--- src/hdl/bhpa_pkg.sv ---
package bhpa_pkg;

   localparam int unsigned ADDR_W        = 32;
   localparam int unsigned SLOT_W        = 2;
   localparam logic [1:0]  BRP_SLOT      = 2'h2;   // Third slot, counted from zero
   localparam logic [1:0]  TAC_SLOT_BRP  = 2'h3;   // Slot field written for hint writes
   localparam int unsigned BRP_FETCHES   = 4;
   localparam int unsigned IMP_FETCHES   = 5;
   localparam int unsigned BUNDLES_FETCH = 2;
   localparam int unsigned MOV_LAT_NS    = 225;
   localparam int unsigned CLK_NS        = 25;
   localparam int unsigned MOV_LAT_CYC   = (MOV_LAT_NS + CLK_NS - 1) / CLK_NS;
   localparam int unsigned MOV_FETCH_MIN = 9;
   localparam int unsigned MOV_FETCH_MAX = 13;
   localparam logic [7:0]  EC_LOOP_VAL   = 8'h01;
   localparam int unsigned LINE_PF_LINES = 2;
   localparam int unsigned PFQ_DEPTH     = 4;
   localparam int unsigned L1_LINE_B     = 32;
   localparam int unsigned L2_LINE_B     = 64;

   typedef enum logic [1:0] {
      BHPA_SPNT = 2'h0,
      BHPA_SPTK = 2'h1,
      BHPA_DPNT = 2'h2,
      BHPA_DPTK = 2'h3
   } bhpa_whether_type;

   typedef enum logic [1:0] {
      BHPA_PF_NONE = 2'h0,
      BHPA_PF_FEW  = 2'h1,
      BHPA_PF_MANY = 2'h2
   } bhpa_pf_hint_type;

   typedef enum logic [2:0] {
      BHPA_BRP_SPTK = 3'h0,
      BHPA_BRP_DPTK = 3'h1,
      BHPA_BRP_LOOP = 3'h2,
      BHPA_BRP_EXIT = 3'h3,
      BHPA_BRP_RET  = 3'h4,
      BHPA_BRP_IND  = 3'h5
   } bhpa_brp_kind_type;

   typedef struct packed {
      logic             valid;
      logic [1:0]       slot;
      logic [31:0]      bundle_addr;
      logic [31:0]      target;
      bhpa_whether_type whether;
      bhpa_pf_hint_type pf;
      logic             clr;
      logic             is_call;
      logic             is_ret;
      logic             is_cloop;
      logic             is_ctop;
      logic             taken;
      logic             predicted_taken;
      logic             mispredicted;
   } bhpa_branch_type;

   typedef struct packed {
      logic              valid;
      logic [1:0]        slot;
      logic [31:0]       bundle_addr;
      logic [31:0]       target;
      bhpa_brp_kind_type kind;
      logic              imp;
      logic              line_pf;
   } bhpa_brp_type;

   typedef struct packed {
      logic [31:0] bundle_addr;
      logic [31:0] target;
      logic [1:0]  slot;
   } bhpa_tac_wr_type;

   typedef struct packed {
      logic        stream;
      logic [31:0] addr;
   } bhpa_pf_req_type;

endpackage

--- src/hdl/bhpa_core.sv ---
`timescale 1ns/1ps
`default_nettype none
module bhpa_core
   import bhpa_pkg::*;
#(
   parameter int unsigned PF_DEPTH = PFQ_DEPTH,
   parameter int unsigned MOV_LAT  = MOV_LAT_CYC
)(
   input  wire logic            clk,
   input  wire logic            reset,
   input  wire bhpa_branch_type br,
   input  wire bhpa_brp_type    brp0,
   input  wire bhpa_brp_type    brp1,
   input  wire logic            mov_valid,
   input  wire bhpa_whether_type mov_whether,
   input  wire logic            mov_imp,
   input  wire logic [31:0]     mov_bundle_addr,
   input  wire logic [31:0]     mov_target,
   input  wire logic [7:0]      epilogue_count,
   input  wire logic            dir_hit,
   input  wire logic            mispredict_flush,
   output logic                 dir_alloc,
   output logic                 dir_update,
   output logic                 dir_multiway,
   output logic                 static_pred,
   output logic                 force_taken,
   output logic                 tac_wr_valid,
   output bhpa_tac_wr_type      tac_wr,
   output logic                 tar_wr_valid,
   output bhpa_tac_wr_type      tar_wr,
   output logic                 ret_push,
   output logic                 ret_pop,
   output logic                 loop_exit_armed,
   output logic                 loop_exit_predict,
   output logic                 pf_full,
   output logic                 pf_dropped,
   output logic                 pf_busy,
   output logic                 pf_cache_valid,
   output logic [31:0]          pf_cache_addr,
   input  wire logic            pf_cache_ready
);
   ////////////////////////////////////////////////////////////////////////////
   // Branch completers

   logic br_static;
   logic br_tk;
   logic br_multi;
   logic dir_alloc_d;
   logic tac_br_d;

   assign br_static = (br.whether == BHPA_SPNT) || (br.whether == BHPA_SPTK);
   assign br_tk     = (br.whether == BHPA_SPTK) || (br.whether == BHPA_DPTK);
   // Bundle type is not carried; a non-third slot implies a multiway bundle
   assign br_multi  = (br.slot != BRP_SLOT);

   always_comb
   begin
      dir_alloc_d = 1'b0;
      tac_br_d    = 1'b0;
      if (br.valid && !br.clr)
      begin
         if (br_static)
         begin
            dir_alloc_d = (br.whether == BHPA_SPTK) && (br.is_call || br.is_ret);
            tac_br_d    = (br.whether == BHPA_SPTK) && !br.is_ret;
         end
         else
         begin
            dir_alloc_d = (!dir_hit && br.mispredicted)
                          || (br.taken && (br.is_call || br.is_ret));
            tac_br_d    = br.taken && !br.is_ret;
         end
      end
   end

   always_ff @(posedge clk)
   begin
      if (reset)
      begin
         dir_alloc    <= 1'b0;
         dir_update   <= 1'b0;
         dir_multiway <= 1'b0;
         static_pred  <= 1'b0;
         force_taken  <= 1'b0;
      end
      else
      begin
         dir_alloc    <= dir_alloc_d;
         dir_update   <= br.valid && !br.clr && dir_hit;
         dir_multiway <= br_multi;
         static_pred  <= br_tk;
         force_taken  <= br.valid && (br.whether == BHPA_SPTK)
                         && (br.is_call || br.is_ret);
      end
   end

   // Return stack follows calls and returns even under deallocate
   always_ff @(posedge clk)
   begin
      if (reset)
      begin
         ret_push <= 1'b0;
         ret_pop  <= 1'b0;
      end
      else
      begin
         ret_push <= br.valid && br.is_call && br.taken;
         ret_pop  <= br.valid && br.is_ret && br.taken;
      end
   end

   ////////////////////////////////////////////////////////////////////////////
   // Branch-predict hints

   function automatic logic brp_act(input bhpa_brp_type h);
      begin
         brp_act = h.valid && (h.slot == BRP_SLOT)
                   && ((h.kind == BHPA_BRP_SPTK) || (h.kind == BHPA_BRP_DPTK)
                       || (h.kind == BHPA_BRP_LOOP));
      end
   endfunction

   logic brp0_act;
   logic brp1_act;
   assign brp0_act = brp_act(brp0);
   assign brp1_act = brp_act(brp1);

   ////////////////////////////////////////////////////////////////////////////
   // Move-to-branch delay line: the hint becomes visible MOV_LAT cycles later

   logic            mov_tk;
   logic [MOV_LAT-1:0] mov_v_q;
   logic [MOV_LAT-1:0] mov_imp_q;
   bhpa_tac_wr_type    mov_q [MOV_LAT];

   assign mov_tk = mov_valid && ((mov_whether == BHPA_SPTK) || (mov_whether == BHPA_DPTK));

   always_ff @(posedge clk)
   begin
      if (reset)
      begin
         mov_v_q   <= '0;
         mov_imp_q <= '0;
      end
      else
      begin
         mov_v_q   <= {mov_v_q[MOV_LAT-2:0], mov_tk};
         mov_imp_q <= {mov_imp_q[MOV_LAT-2:0], mov_imp};
      end
   end

   always_ff @(posedge clk)
   begin
      mov_q[0] <= '{bundle_addr: mov_bundle_addr, target: mov_target, slot: TAC_SLOT_BRP};
      for (int i = 1; i < MOV_LAT; i++)
         mov_q[i] <= mov_q[i-1];
   end

   ////////////////////////////////////////////////////////////////////////////
   // Target cache and target register write port, one write per cycle.
   // Branch outcome wins, then hints; losers are dropped as hints may be.

   logic mov_out;
   assign mov_out = mov_v_q[MOV_LAT-1];

   always_ff @(posedge clk)
   begin
      if (reset)
      begin
         tac_wr_valid <= 1'b0;
         tac_wr       <= '0;
      end
      else
      begin
         tac_wr_valid <= tac_br_d || brp0_act || brp1_act || mov_out;
         if (tac_br_d)
            tac_wr <= '{bundle_addr: br.bundle_addr, target: br.target, slot: br.slot};
         else if (brp0_act)
            tac_wr <= '{bundle_addr: brp0.bundle_addr, target: brp0.target,
                        slot: TAC_SLOT_BRP};
         else if (brp1_act)
            tac_wr <= '{bundle_addr: brp1.bundle_addr, target: brp1.target,
                        slot: TAC_SLOT_BRP};
         else if (mov_out)
            tac_wr <= mov_q[MOV_LAT-1];
      end
   end

   always_ff @(posedge clk)
   begin
      if (reset)
      begin
         tar_wr_valid <= 1'b0;
         tar_wr       <= '0;
      end
      else
      begin
         tar_wr_valid <= (brp0_act && brp0.imp) || (brp1_act && brp1.imp)
                         || (mov_out && mov_imp_q[MOV_LAT-1]);
         if (brp0_act && brp0.imp)
            tar_wr <= '{bundle_addr: brp0.bundle_addr, target: brp0.target, slot: TAC_SLOT_BRP};
         else if (brp1_act && brp1.imp)
            tar_wr <= '{bundle_addr: brp1.bundle_addr, target: brp1.target, slot: TAC_SLOT_BRP};
         else if (mov_out)
            tar_wr <= mov_q[MOV_LAT-1];
      end
   end

   ////////////////////////////////////////////////////////////////////////////
   // Loop exit predictor; short loops in flight may still miss the last exit

   always_ff @(posedge clk)
   begin
      if (reset)
         loop_exit_armed <= 1'b0;
      else if ((brp0_act && brp0.imp && brp0.kind == BHPA_BRP_LOOP)
               || (brp1_act && brp1.imp && brp1.kind == BHPA_BRP_LOOP))
         loop_exit_armed <= 1'b1;
      else if (br.valid && (br.is_cloop || br.is_ctop) && !br.taken)
         loop_exit_armed <= 1'b0;
   end

   always_ff @(posedge clk)
   begin
      if (reset)
         loop_exit_predict <= 1'b0;
      else
         loop_exit_predict <= loop_exit_armed && br.valid
                              && (br.is_ctop
                                  || (br.is_cloop && epilogue_count == EC_LOOP_VAL));
   end

   ////////////////////////////////////////////////////////////////////////////
   // Prefetch requests, one accepted per clock

   logic            pf_in_valid;
   bhpa_pf_req_type pf_in;
   logic            q_valid;
   bhpa_pf_req_type q_req;
   logic            eng_ready;
   logic            br_stream;

   assign br_stream = br.valid && br.predicted_taken && (br.pf == BHPA_PF_MANY)
                      && (br.slot == BRP_SLOT);

   always_comb
   begin
      pf_in_valid = 1'b0;
      pf_in       = '0;
      if (br_stream)
      begin
         pf_in_valid = 1'b1;
         pf_in.stream = 1'b1;
         pf_in.addr   = (br.target & ~32'(L2_LINE_B - 1)) + 32'(L2_LINE_B);
      end
      else if (brp0.valid && brp0.slot == BRP_SLOT && brp0.line_pf)
      begin
         pf_in_valid = 1'b1;
         pf_in.addr  = brp0.target;
      end
      else if (brp1.valid && brp1.slot == BRP_SLOT && brp1.line_pf)
      begin
         pf_in_valid = 1'b1;
         pf_in.addr  = brp1.target;
      end
   end

   bhpa_pf_queue #(.DEPTH(PF_DEPTH)) u_queue (
      .clk       (clk),
      .reset     (reset),
      .flush     (mispredict_flush),
      .in_valid  (pf_in_valid),
      .in_req    (pf_in),
      .full      (pf_full),
      .dropped   (pf_dropped),
      .out_valid (q_valid),
      .out_req   (q_req),
      .out_ready (eng_ready)
   );

   bhpa_stream_pf u_stream (
      .clk         (clk),
      .reset       (reset),
      .req_valid   (q_valid),
      .req         (q_req),
      .req_ready   (eng_ready),
      .stop        (br.valid && br.predicted_taken),
      .busy        (pf_busy),
      .cache_valid (pf_cache_valid),
      .cache_addr  (pf_cache_addr),
      .cache_ready (pf_cache_ready)
   );
endmodule
`default_nettype wire

--- src/hdl/bhpa_pf_queue.sv ---
`timescale 1ns/1ps
`default_nettype none
module bhpa_pf_queue
   import bhpa_pkg::*;
#(
   parameter int unsigned DEPTH = PFQ_DEPTH
)(
   input  wire logic            clk,
   input  wire logic            reset,
   input  wire logic            flush,
   input  wire logic            in_valid,
   input  wire bhpa_pf_req_type in_req,
   output logic                 full,
   output logic                 dropped,
   output logic                 out_valid,
   output bhpa_pf_req_type      out_req,
   input  wire logic            out_ready
);
   localparam int unsigned AW = (DEPTH > 1) ? $clog2(DEPTH) : 1;

   bhpa_pf_req_type  mem_q [DEPTH];
   logic [AW-1:0]    rd_q;
   logic [AW-1:0]    wr_q;
   logic [AW:0]      cnt_q;
   logic             push;
   logic             pop;

   assign full      = (cnt_q == (AW+1)'(DEPTH));
   assign out_valid = (cnt_q != '0);
   assign pop       = out_valid && out_ready;
   assign push      = in_valid && !full && !flush;
   assign out_req   = mem_q[rd_q];

   // Full queue discards the arrival rather than stalling issue
   always_ff @(posedge clk)
   begin
      if (reset)
         dropped <= 1'b0;
      else
         dropped <= in_valid && full && !flush;
   end

   always_ff @(posedge clk)
   begin
      if (push)
         mem_q[wr_q] <= in_req;
   end

   always_ff @(posedge clk)
   begin
      if (reset || flush)
      begin
         rd_q  <= '0;
         wr_q  <= '0;
         cnt_q <= '0;
      end
      else
      begin
         if (push)
            wr_q <= (wr_q == AW'(DEPTH-1)) ? '0 : wr_q + 1'b1;
         if (pop)
            rd_q <= (rd_q == AW'(DEPTH-1)) ? '0 : rd_q + 1'b1;
         if (push && !pop)
            cnt_q <= cnt_q + 1'b1;
         else if (pop && !push)
            cnt_q <= cnt_q - 1'b1;
      end
   end
endmodule
`default_nettype wire

--- src/hdl/bhpa_stream_pf.sv ---
`timescale 1ns/1ps
`default_nettype none
module bhpa_stream_pf
   import bhpa_pkg::*;
(
   input  wire logic            clk,
   input  wire logic            reset,
   input  wire logic            req_valid,
   input  wire bhpa_pf_req_type req,
   output logic                 req_ready,
   input  wire logic            stop,
   output logic                 busy,
   output logic                 cache_valid,
   output logic [31:0]          cache_addr,
   input  wire logic            cache_ready
);
   typedef enum logic [2:0] {
      SP_IDLE   = 3'b001,
      SP_LINE   = 3'b010,
      SP_STREAM = 3'b100
   } bhpa_sp_state_type;

   bhpa_sp_state_type state_q;
   logic [31:0]       addr_q;
   logic [1:0]        left_q;

   assign busy        = (state_q != SP_IDLE);
   assign req_ready   = (state_q == SP_IDLE);
   assign cache_valid = busy;
   assign cache_addr  = addr_q;

   // Stream engine runs on its own, only a predicted-taken branch stops it
   always_ff @(posedge clk)
   begin
      if (reset)
      begin
         state_q <= SP_IDLE;
         addr_q  <= '0;
         left_q  <= '0;
      end
      else
      begin
         case (state_q)
            SP_IDLE:
               if (req_valid)
               begin
                  addr_q  <= req.addr;
                  left_q  <= 2'(LINE_PF_LINES);
                  state_q <= req.stream ? SP_STREAM : SP_LINE;
               end
            SP_LINE:
               if (cache_ready)
               begin
                  addr_q <= addr_q + 32'(L1_LINE_B);
                  left_q <= left_q - 1'b1;
                  if (left_q == 2'h1)
                     state_q <= SP_IDLE;
               end
            SP_STREAM:
               if (stop)
                  state_q <= SP_IDLE;
               else if (cache_ready)
                  addr_q <= addr_q + 32'(L1_LINE_B);
            default:
               state_q <= SP_IDLE;
         endcase
      end
   end
endmodule
`default_nettype wire

--- config.mk ---
export PLATFORM = sky130hd
export DESIGN_NAME = bhpa_core
export DESIGN_NICKNAME = d
export VERILOG_FILES = /design/src/hdl/bhpa_pkg.sv /design/src/hdl/bhpa_core.sv /design/src/hdl/bhpa_pf_queue.sv /design/src/hdl/bhpa_stream_pf.sv
export SDC_FILE = /design/constraint.sdc
export NUM_CORES = 1
export LEC_CHECK = 0
export ABC_AREA = 0
export BUFFER_PORTS_ARGS = -buffer_cell sky130_fd_sc_hd__clkbuf_2
export CAP_MARGIN = 20
export CELL_PAD_IN_SITES_DETAIL_PLACEMENT = 0
export CELL_PAD_IN_SITES_GLOBAL_PLACEMENT = 1
export CORE_UTILIZATION = 37
export CTS_BUF_LIST = sky130_fd_sc_hd__clkbuf_4 sky130_fd_sc_hd__clkbuf_8 sky130_fd_sc_hd__clkbuf_16
export CTS_CLUSTER_SIZE = 10
export DETAILED_ROUTE_END_ITERATION = 7
export HOLD_SLACK_MARGIN = 0.08
export PLACE_DENSITY = 0.67
export REMOVE_ABC_BUFFERS = 1
export SYNTH_ARGS = -nofsm -noshare
export SYNTH_HDL_FRONTEND = slang
export SYNTH_SLANG_ARGS = --single-unit
export TNS_END_PERCENT = 30
--- constraint.sdc ---
create_clock -name clk -period 2.9 [get_ports clk]
set_input_delay 0.145 -clock clk [delete_from_list [all_inputs] [get_ports clk]]
set_output_delay 0.145 -clock clk [all_outputs]
set_load 0.03 [all_outputs]
==> flow_summary.toml, run 1 <==
[finish]
final_nets = 3560
mostFrequentLayoutCells = "dfxtp_1, clkbuf_2, dlygate4sd3_1, nor2_1, nor3_1"
drive_gt1_share_pct = 23.17
syn_to_final_growth_pct = 37.11
final_common_cell = "dfxtp_1"
final_core_util_pct = 51.38
fin_area_mm2 = 0.03915

[sta]
hold_violations = 0
fin_skew_ns = 0.03076
maxSlewHeadroom_pct = 37.79
layout_min_cycle_time_ns = 2.737
fin_crit_sh_pct = 94.37
drv_slew = 0
setup-violations-final = 0
fmax_ghz = 0.3654
worstMarginPinSlew_ns = 0.9332
rsz0062_at_grt = "false"

[synthesis]
synthTopCellsByArea = "dfxtp_1, edfxtp_1, a211oi_1"
synth_edf_count = 132
async_flop_share_pct = 0
syn_inst = 2404
yosysSeqAreaShare_pct = 68.78
yosysUniqueCellTypes = 68
syn-cell-area_mm2 = 0.02855
synth_top_area_share_pct = 54.89
ys_seq_elements = 915
avgSynthCellArea_um2 = 11.88
synth_top_flop_cell = "dfxtp_1"
yosysWarnings = 0
yosysTopAreaCell = "dfxtp_1"

[placement]
gp_congestion = 0.8642
place_hpwl_um = 55950
io_buffers = 481
placed_area_mm2 = 0.03228

[clock_tree]
cts.sinks = 915
path_clk_slew_ns = 0.06
htree_levels = 3
cts_buffers = 105
cts_root_buf = "clkbuf_16"
worstSkewPairLatency_ns = 0.67
clockBufferDepth = 3
cts_tree = "yes"

[run]
cap_violations = 0

[grt]
track_usage_pct = 22.51
overflow = 0
antenna_found_initial = 13
grt_pass1_vias = 22880
grt_pass1_wl_um = 134600
grt_max_degree = 67

[floorplanning]
die_width_um = 279.8
start_util_pct = 37.47
io_pins = 483
core-area_mm2 = 0.07620
die_h_um = 279.8
row_count = 101
dieArea_mm2 = 0.07829

[pwr]
peakVddDrop_mv = 0.4470
p_leak_nw = 15.89
power_density_mw_per_mm2 = 742.8

[hold_path]
min_path_type = "input port to flop"

[drt]
drc = 0
drt_iter0_drc = 1767
routedWlPerCell_um = 20.94
vias = 22540
drtAntennaViolNets = 0
routed_wl_um = 90610
viasPerCell = 5.209
drt-pass1-iter-count = 5

[setup_path]
worstPathRequired_ns = 3.46
crit_path_end_kind = "flop"
setup.worst_path.class = "input port to flop"
worstSetupStartpointType = "input port"
critPathArrivalTime_ns = 3.30
cp_max_fo = 35

[run_status]
status = "complete, no violations"
-- layer usage --
| layer | part of all wire [%] | GRT usage (%) |
|---|---|---|
| met4 | 3.0 | 8.869 |
| met1 | 42 | 29.13 |
| met5 | 0.087 | 0 |
| met3 | 7.8 | 4.270 |
| met2 | 47 | 37.07 |
-- cells in the mapped netlist, types with 8 or more instances --
cell type,count
nor2b_1,21
edfxtp_1,132
buf_2,43
a22oi_1,20
nor2_1,192
o21ai_0,100
and3_1,50
a211oi_1,140
ha_1,9
mux4_2,33
buf_1,16
nand4_1,16
inv_1,46
o31ai_1,37
clkbuf_1,115
xor2_1,21
and2_1,13
nor3_1,150
nand3_1,89
a21oi_1,75
nor4_1,31
o21ai_1,17
a221oi_1,8
dfxtp_1,783
a311oi_1,66
nand2_1,85
-- registers in the layout, summed over array words and instances, names as in the netlist, 3 cells and up, named ones only --
name,count
u_queue.mem_q,132
tar_wr,65
u_stream.cache_addr,32
mov_v_q,9
mov_imp_q,9
tac_wr,66
u_stream.state_q,3
u_queue.cnt_q,3
mov_q,576
-- logic make-up after synthesis --
kind of cell / Yosys count / share of synthesized area (%)
compound gates: 500 / 11.97
xor+xnor: 26 / 0.7975
fa+ha+maj: 10 / 0.4645
buf+inv: 225 / 3.186
flops: 915 / 68.78
mux: 38 / 2.778
simple gates: 690 / 12.03
-- worst max-delay path, stage by stage --
cell and delay (ns):
dlygate4sd3_1 0.53, clkbuf_2 0.13, a21o_4 0.43, nor2_1 0.21
nor4_2 0.29, buf_4 0.54, a211oi_1 0.11, dlygate4sd3_1 0.60
nor3_1 0.21
-- path summary, 6_finish.rpt --
check                                           start                       to  slack (ns)  cells after the start
worst max-delay path                          brp0[3]  tac_wr[50]$_SDFFE_PP0P_        0.16                      9
worst min-delay path                    mov_target[7]      mov_q[0][9]$_DFF_P_        0.13                      2
worst max register to register  mov_v_q[8]$_SDFF_PP0_  tar_wr[46]$_SDFFE_PP0P_        0.29                      6
worst min register to register  mov_q[0][404]$_DFF_P_    mov_q[0][470]$_DFF_P_        0.30                      0
-- area by class of cell --
type	instances	area [um^2]
diodes	5	12.51
clock buffers	141	2917
clock inverters	13	211.5
fillers	6656	37050
inverters	48	180.2
multi-input cells	1265	8098
flip-flops and latches	915	19640
well taps	1030	1289
repair buffers	911	6800
-- metrics by stage --
stage	setup WS, ns	setup TNS (ns)	total power [mW]	hold WS, ns	instances
finish	0.1633	0	29.08	0.1278	4328
global route	0.05970	0	30.25	0.1095	4327
CTS	0.1798	0	29.38	0.08312	4321
detailed placement	0.04626	0	16.98	0.2489	3797
global placement	0.05966	0	16.93	0.2475	3797
floorplan	-3.936	-640.57	15.71	0.1727	2227
-- power breakdown --
| part | switching [mW] | internal [mW] | total (mW) |
|---|---|---|---|
| Combinational | 1.94 | 1.24 | 3.18 |
| Clock | 4.96 | 7.00 | 12.0 |
| Sequential | 0.377 | 13.6 | 13.9 |
-- what timing repair did --
item | 4_1_cts | 5_1_grt
setup buffers | 0 | 0
setup endpoints to repair | 0 | 10
endpoints found under the hold margin | 344 | 0
hold buffers | 370 | 0
gates resized for setup | 0 | 1
(Power assumes the default switching activity.)
==> run 2: changes to the inputs <==
- PLACE_DENSITY: 0.67 -> 0.68
==> run 2 against run 1 <==
Combinational power is essentially flat. Non-clock buffer count increased by 23. Power grew 1.1%. Sequential share of layout area decreased by 0.44 points. Hold slack worse by 0.012 ns. First-iteration DRC count is 8.4% lower. Clock-buffer cell count is 1 higher. Highest routed layer unchanged. Wire length decreased by 0.23%. Cell count is 0.60% higher. Sequential power is essentially flat. Clock power hardly changed.
==> flow_summary.toml, run 2 (synthesis gave the netlist of run 1 again) <==
[run_status]
status = "complete, no violations"

[floorplanning]
die_h_um = 279.8
start_util_pct = 37.47
io_pins = 483
dieArea_mm2 = 0.07829
core-area_mm2 = 0.07620
die_width_um = 279.8
row_count = 101

[finish]
drive_gt1_share_pct = 22.91
syn_to_final_growth_pct = 38.32
mostFrequentLayoutCells = "dfxtp_1, clkbuf_2, dlygate4sd3_1, nor2_1, nor3_1"
largest_reg_flops = 576
reg_top3 = "mov_q x576, u_queue.mem_q x132, tac_wr x66"
regMostFlops = "mov_q"
layout.cells.non_filler = 4354
final_common_cell = "dfxtp_1"
final_nets = 3583
fin_area_mm2 = 0.03950
fill_cells = 6665

[sta]
setup-violations-final = 0
fin_crit_sh_pct = 94.05
worstMarginPinSlew_ns = 1.047
timing.final.ws_setup_ns = 0.1726
maxSlewHeadroom_pct = 30.18
fin_skew_ns = 0.04379
setup_tns_ns = 0
fmax_ghz = 0.3666
hold_violations = 0
drv_slew = 0
rsz0062_at_grt = "false"
layout_min_cycle_time_ns = 2.727

[grt]
antenna_found_initial = 11
grt_max_degree = 103
grt_pass1_wl_um = 133900
overflow = 0
grt_pass1_vias = 22940
track_usage_pct = 22.48

[clock_tree]
cts.sinks = 915
cts_resized = 0
htree_levels = 3
clockBufferDepth = 3
post_cts_buffers = 0
cts_buffers = 106
path_clk_slew_ns = 0.06
cts_tree = "yes"
worstSkewPairLatency_ns = 0.67
cts_root_buf = "clkbuf_16"

[hold_path]
min_path_type = "input port to flop"
worstHoldStart = "brp1[14]"
min_path_cells = 3
hold_path_end = "u_queue.mem_q[3][9]$_DFFE_PP_"

[setup_path]
critPathArrivalTime_ns = 3.30
crit_path_end_kind = "flop"
worstPathRequired_ns = 3.47
crit_start = "brp0[69]"
rr_endpoint = "tar_wr[45]$_SDFFE_PP0P_"
r2r_setup_slack_ns = 0.39
setup.worst_path.class = "input port to flop"
worstSetupStartpointType = "input port"
r2r_cells = 5
timing.rr.start = "mov_v_q[8]$_SDFF_PP0_"
cp_max_fo = 51

[placement]
placed_area_mm2 = 0.03228
io_buffers = 481
pre_cts_slack_ns = -0.1959
gp_congestion = 0.8421
dp_cells = 3795
place_hpwl_um = 56390

[drt]
drt-pass1-iter-count = 5
vias = 22720
routedWlPerCell_um = 20.76
drt_iter0_drc = 1618
viasPerCell = 5.217
routed_wl_um = 90400
drtAntennaViolNets = 0
drc = 0

[pwr]
p_leak_nw = 16.10
power_mw = 29.39
peakVddDrop_mv = 0.5284
power_density_mw_per_mm2 = 744.2

[run]
cap_violations = 0
## run 2: cell count changes in the layout (fill, tap and decap cells not counted), sizes merged
cell / change
buf: -3
diode: +2
dlygate4sd3: +26
or2: -1
clkbuf: +1
bufinv: +2
clkinv: -1
## run 2: metal layers
layer	up-vias	share of wire, %	GRT usage, %
li1	10420	-	-
met5	-	0.051	0
met1	10980	41	28.04
met2	1088	48	37.32
met4	8	3.5	10.31
met3	217	7.6	4.621
## run 2: worst max-delay path by stage
| stage | to | slack [ns] |
|---|---|---|
| CTS | tac_wr[65]$_SDFFE_PP0P_ | 0.22 |
| global route | tac_wr[61]$_SDFFE_PP0P_ | 0.13 |
| floorplan | tac_wr[10]$_SDFFE_PP0P_ | -3.94 |
| global placement | u_queue.cnt_q[2]$_SDFFE_PP0P_ | -0.23 |
| detailed placement | u_queue.cnt_q[2]$_SDFFE_PP0P_ | -0.20 |
| finish | tac_wr[65]$_SDFFE_PP0P_ | 0.17 |
## run 2: power breakdown
group          internal, mW  switching, mW  total [mW]
clock                  7.32           4.96        12.3
sequential             13.6          0.372        13.9
combinational          1.22           1.95        3.17
## run 2: area by class of cell
cell class / count / area, um^2 / area share, %
Timing Repair Buffer: 934 / 7043 / 17.83
Inverter: 48 / 180.2 / 0.4562
Multi-Input combinational cell: 1264 / 8089 / 20.48
Sequential cell: 915 / 19640 / 49.74
Antenna cell: 7 / 17.52 / 0.04435
Tap cell: 1030 / 1289 / 3.263
Clock inverter: 14 / 251.5 / 0.6367
Clock buffer: 142 / 2983 / 7.552
## run 2: critical path, stage by stage
cell and delay, ns:
clkbuf_2 0.08, nand3b_1 0.46, buf_12 0.29, buf_4 0.18, buf_4 0.21, or2_4 0.36, buf_12 0.25, a311oi_1 0.42
a211oi_1 0.07, dlygate4sd3_1 0.60, nor3_1 0.18
## run 2: per-stage QoR
step,hold slack (ns),utilization [%]
2_1_floorplan,0.1727,-
3_3_place_gp,0.2484,42.36
3_5_place_dp,0.2489,42.36
4_1_cts,0.08075,51.81
5_1_grt,0.09832,51.83
6_report,0.1153,51.83
## run 2: repair_timing
| action | in CTS | in global routing |
|---|---|---|
| hold endpoints to repair | 353 | 0 |
| hold buffers | 396 | 0 |
| endpoints found under the setup margin | 0 | 0 |
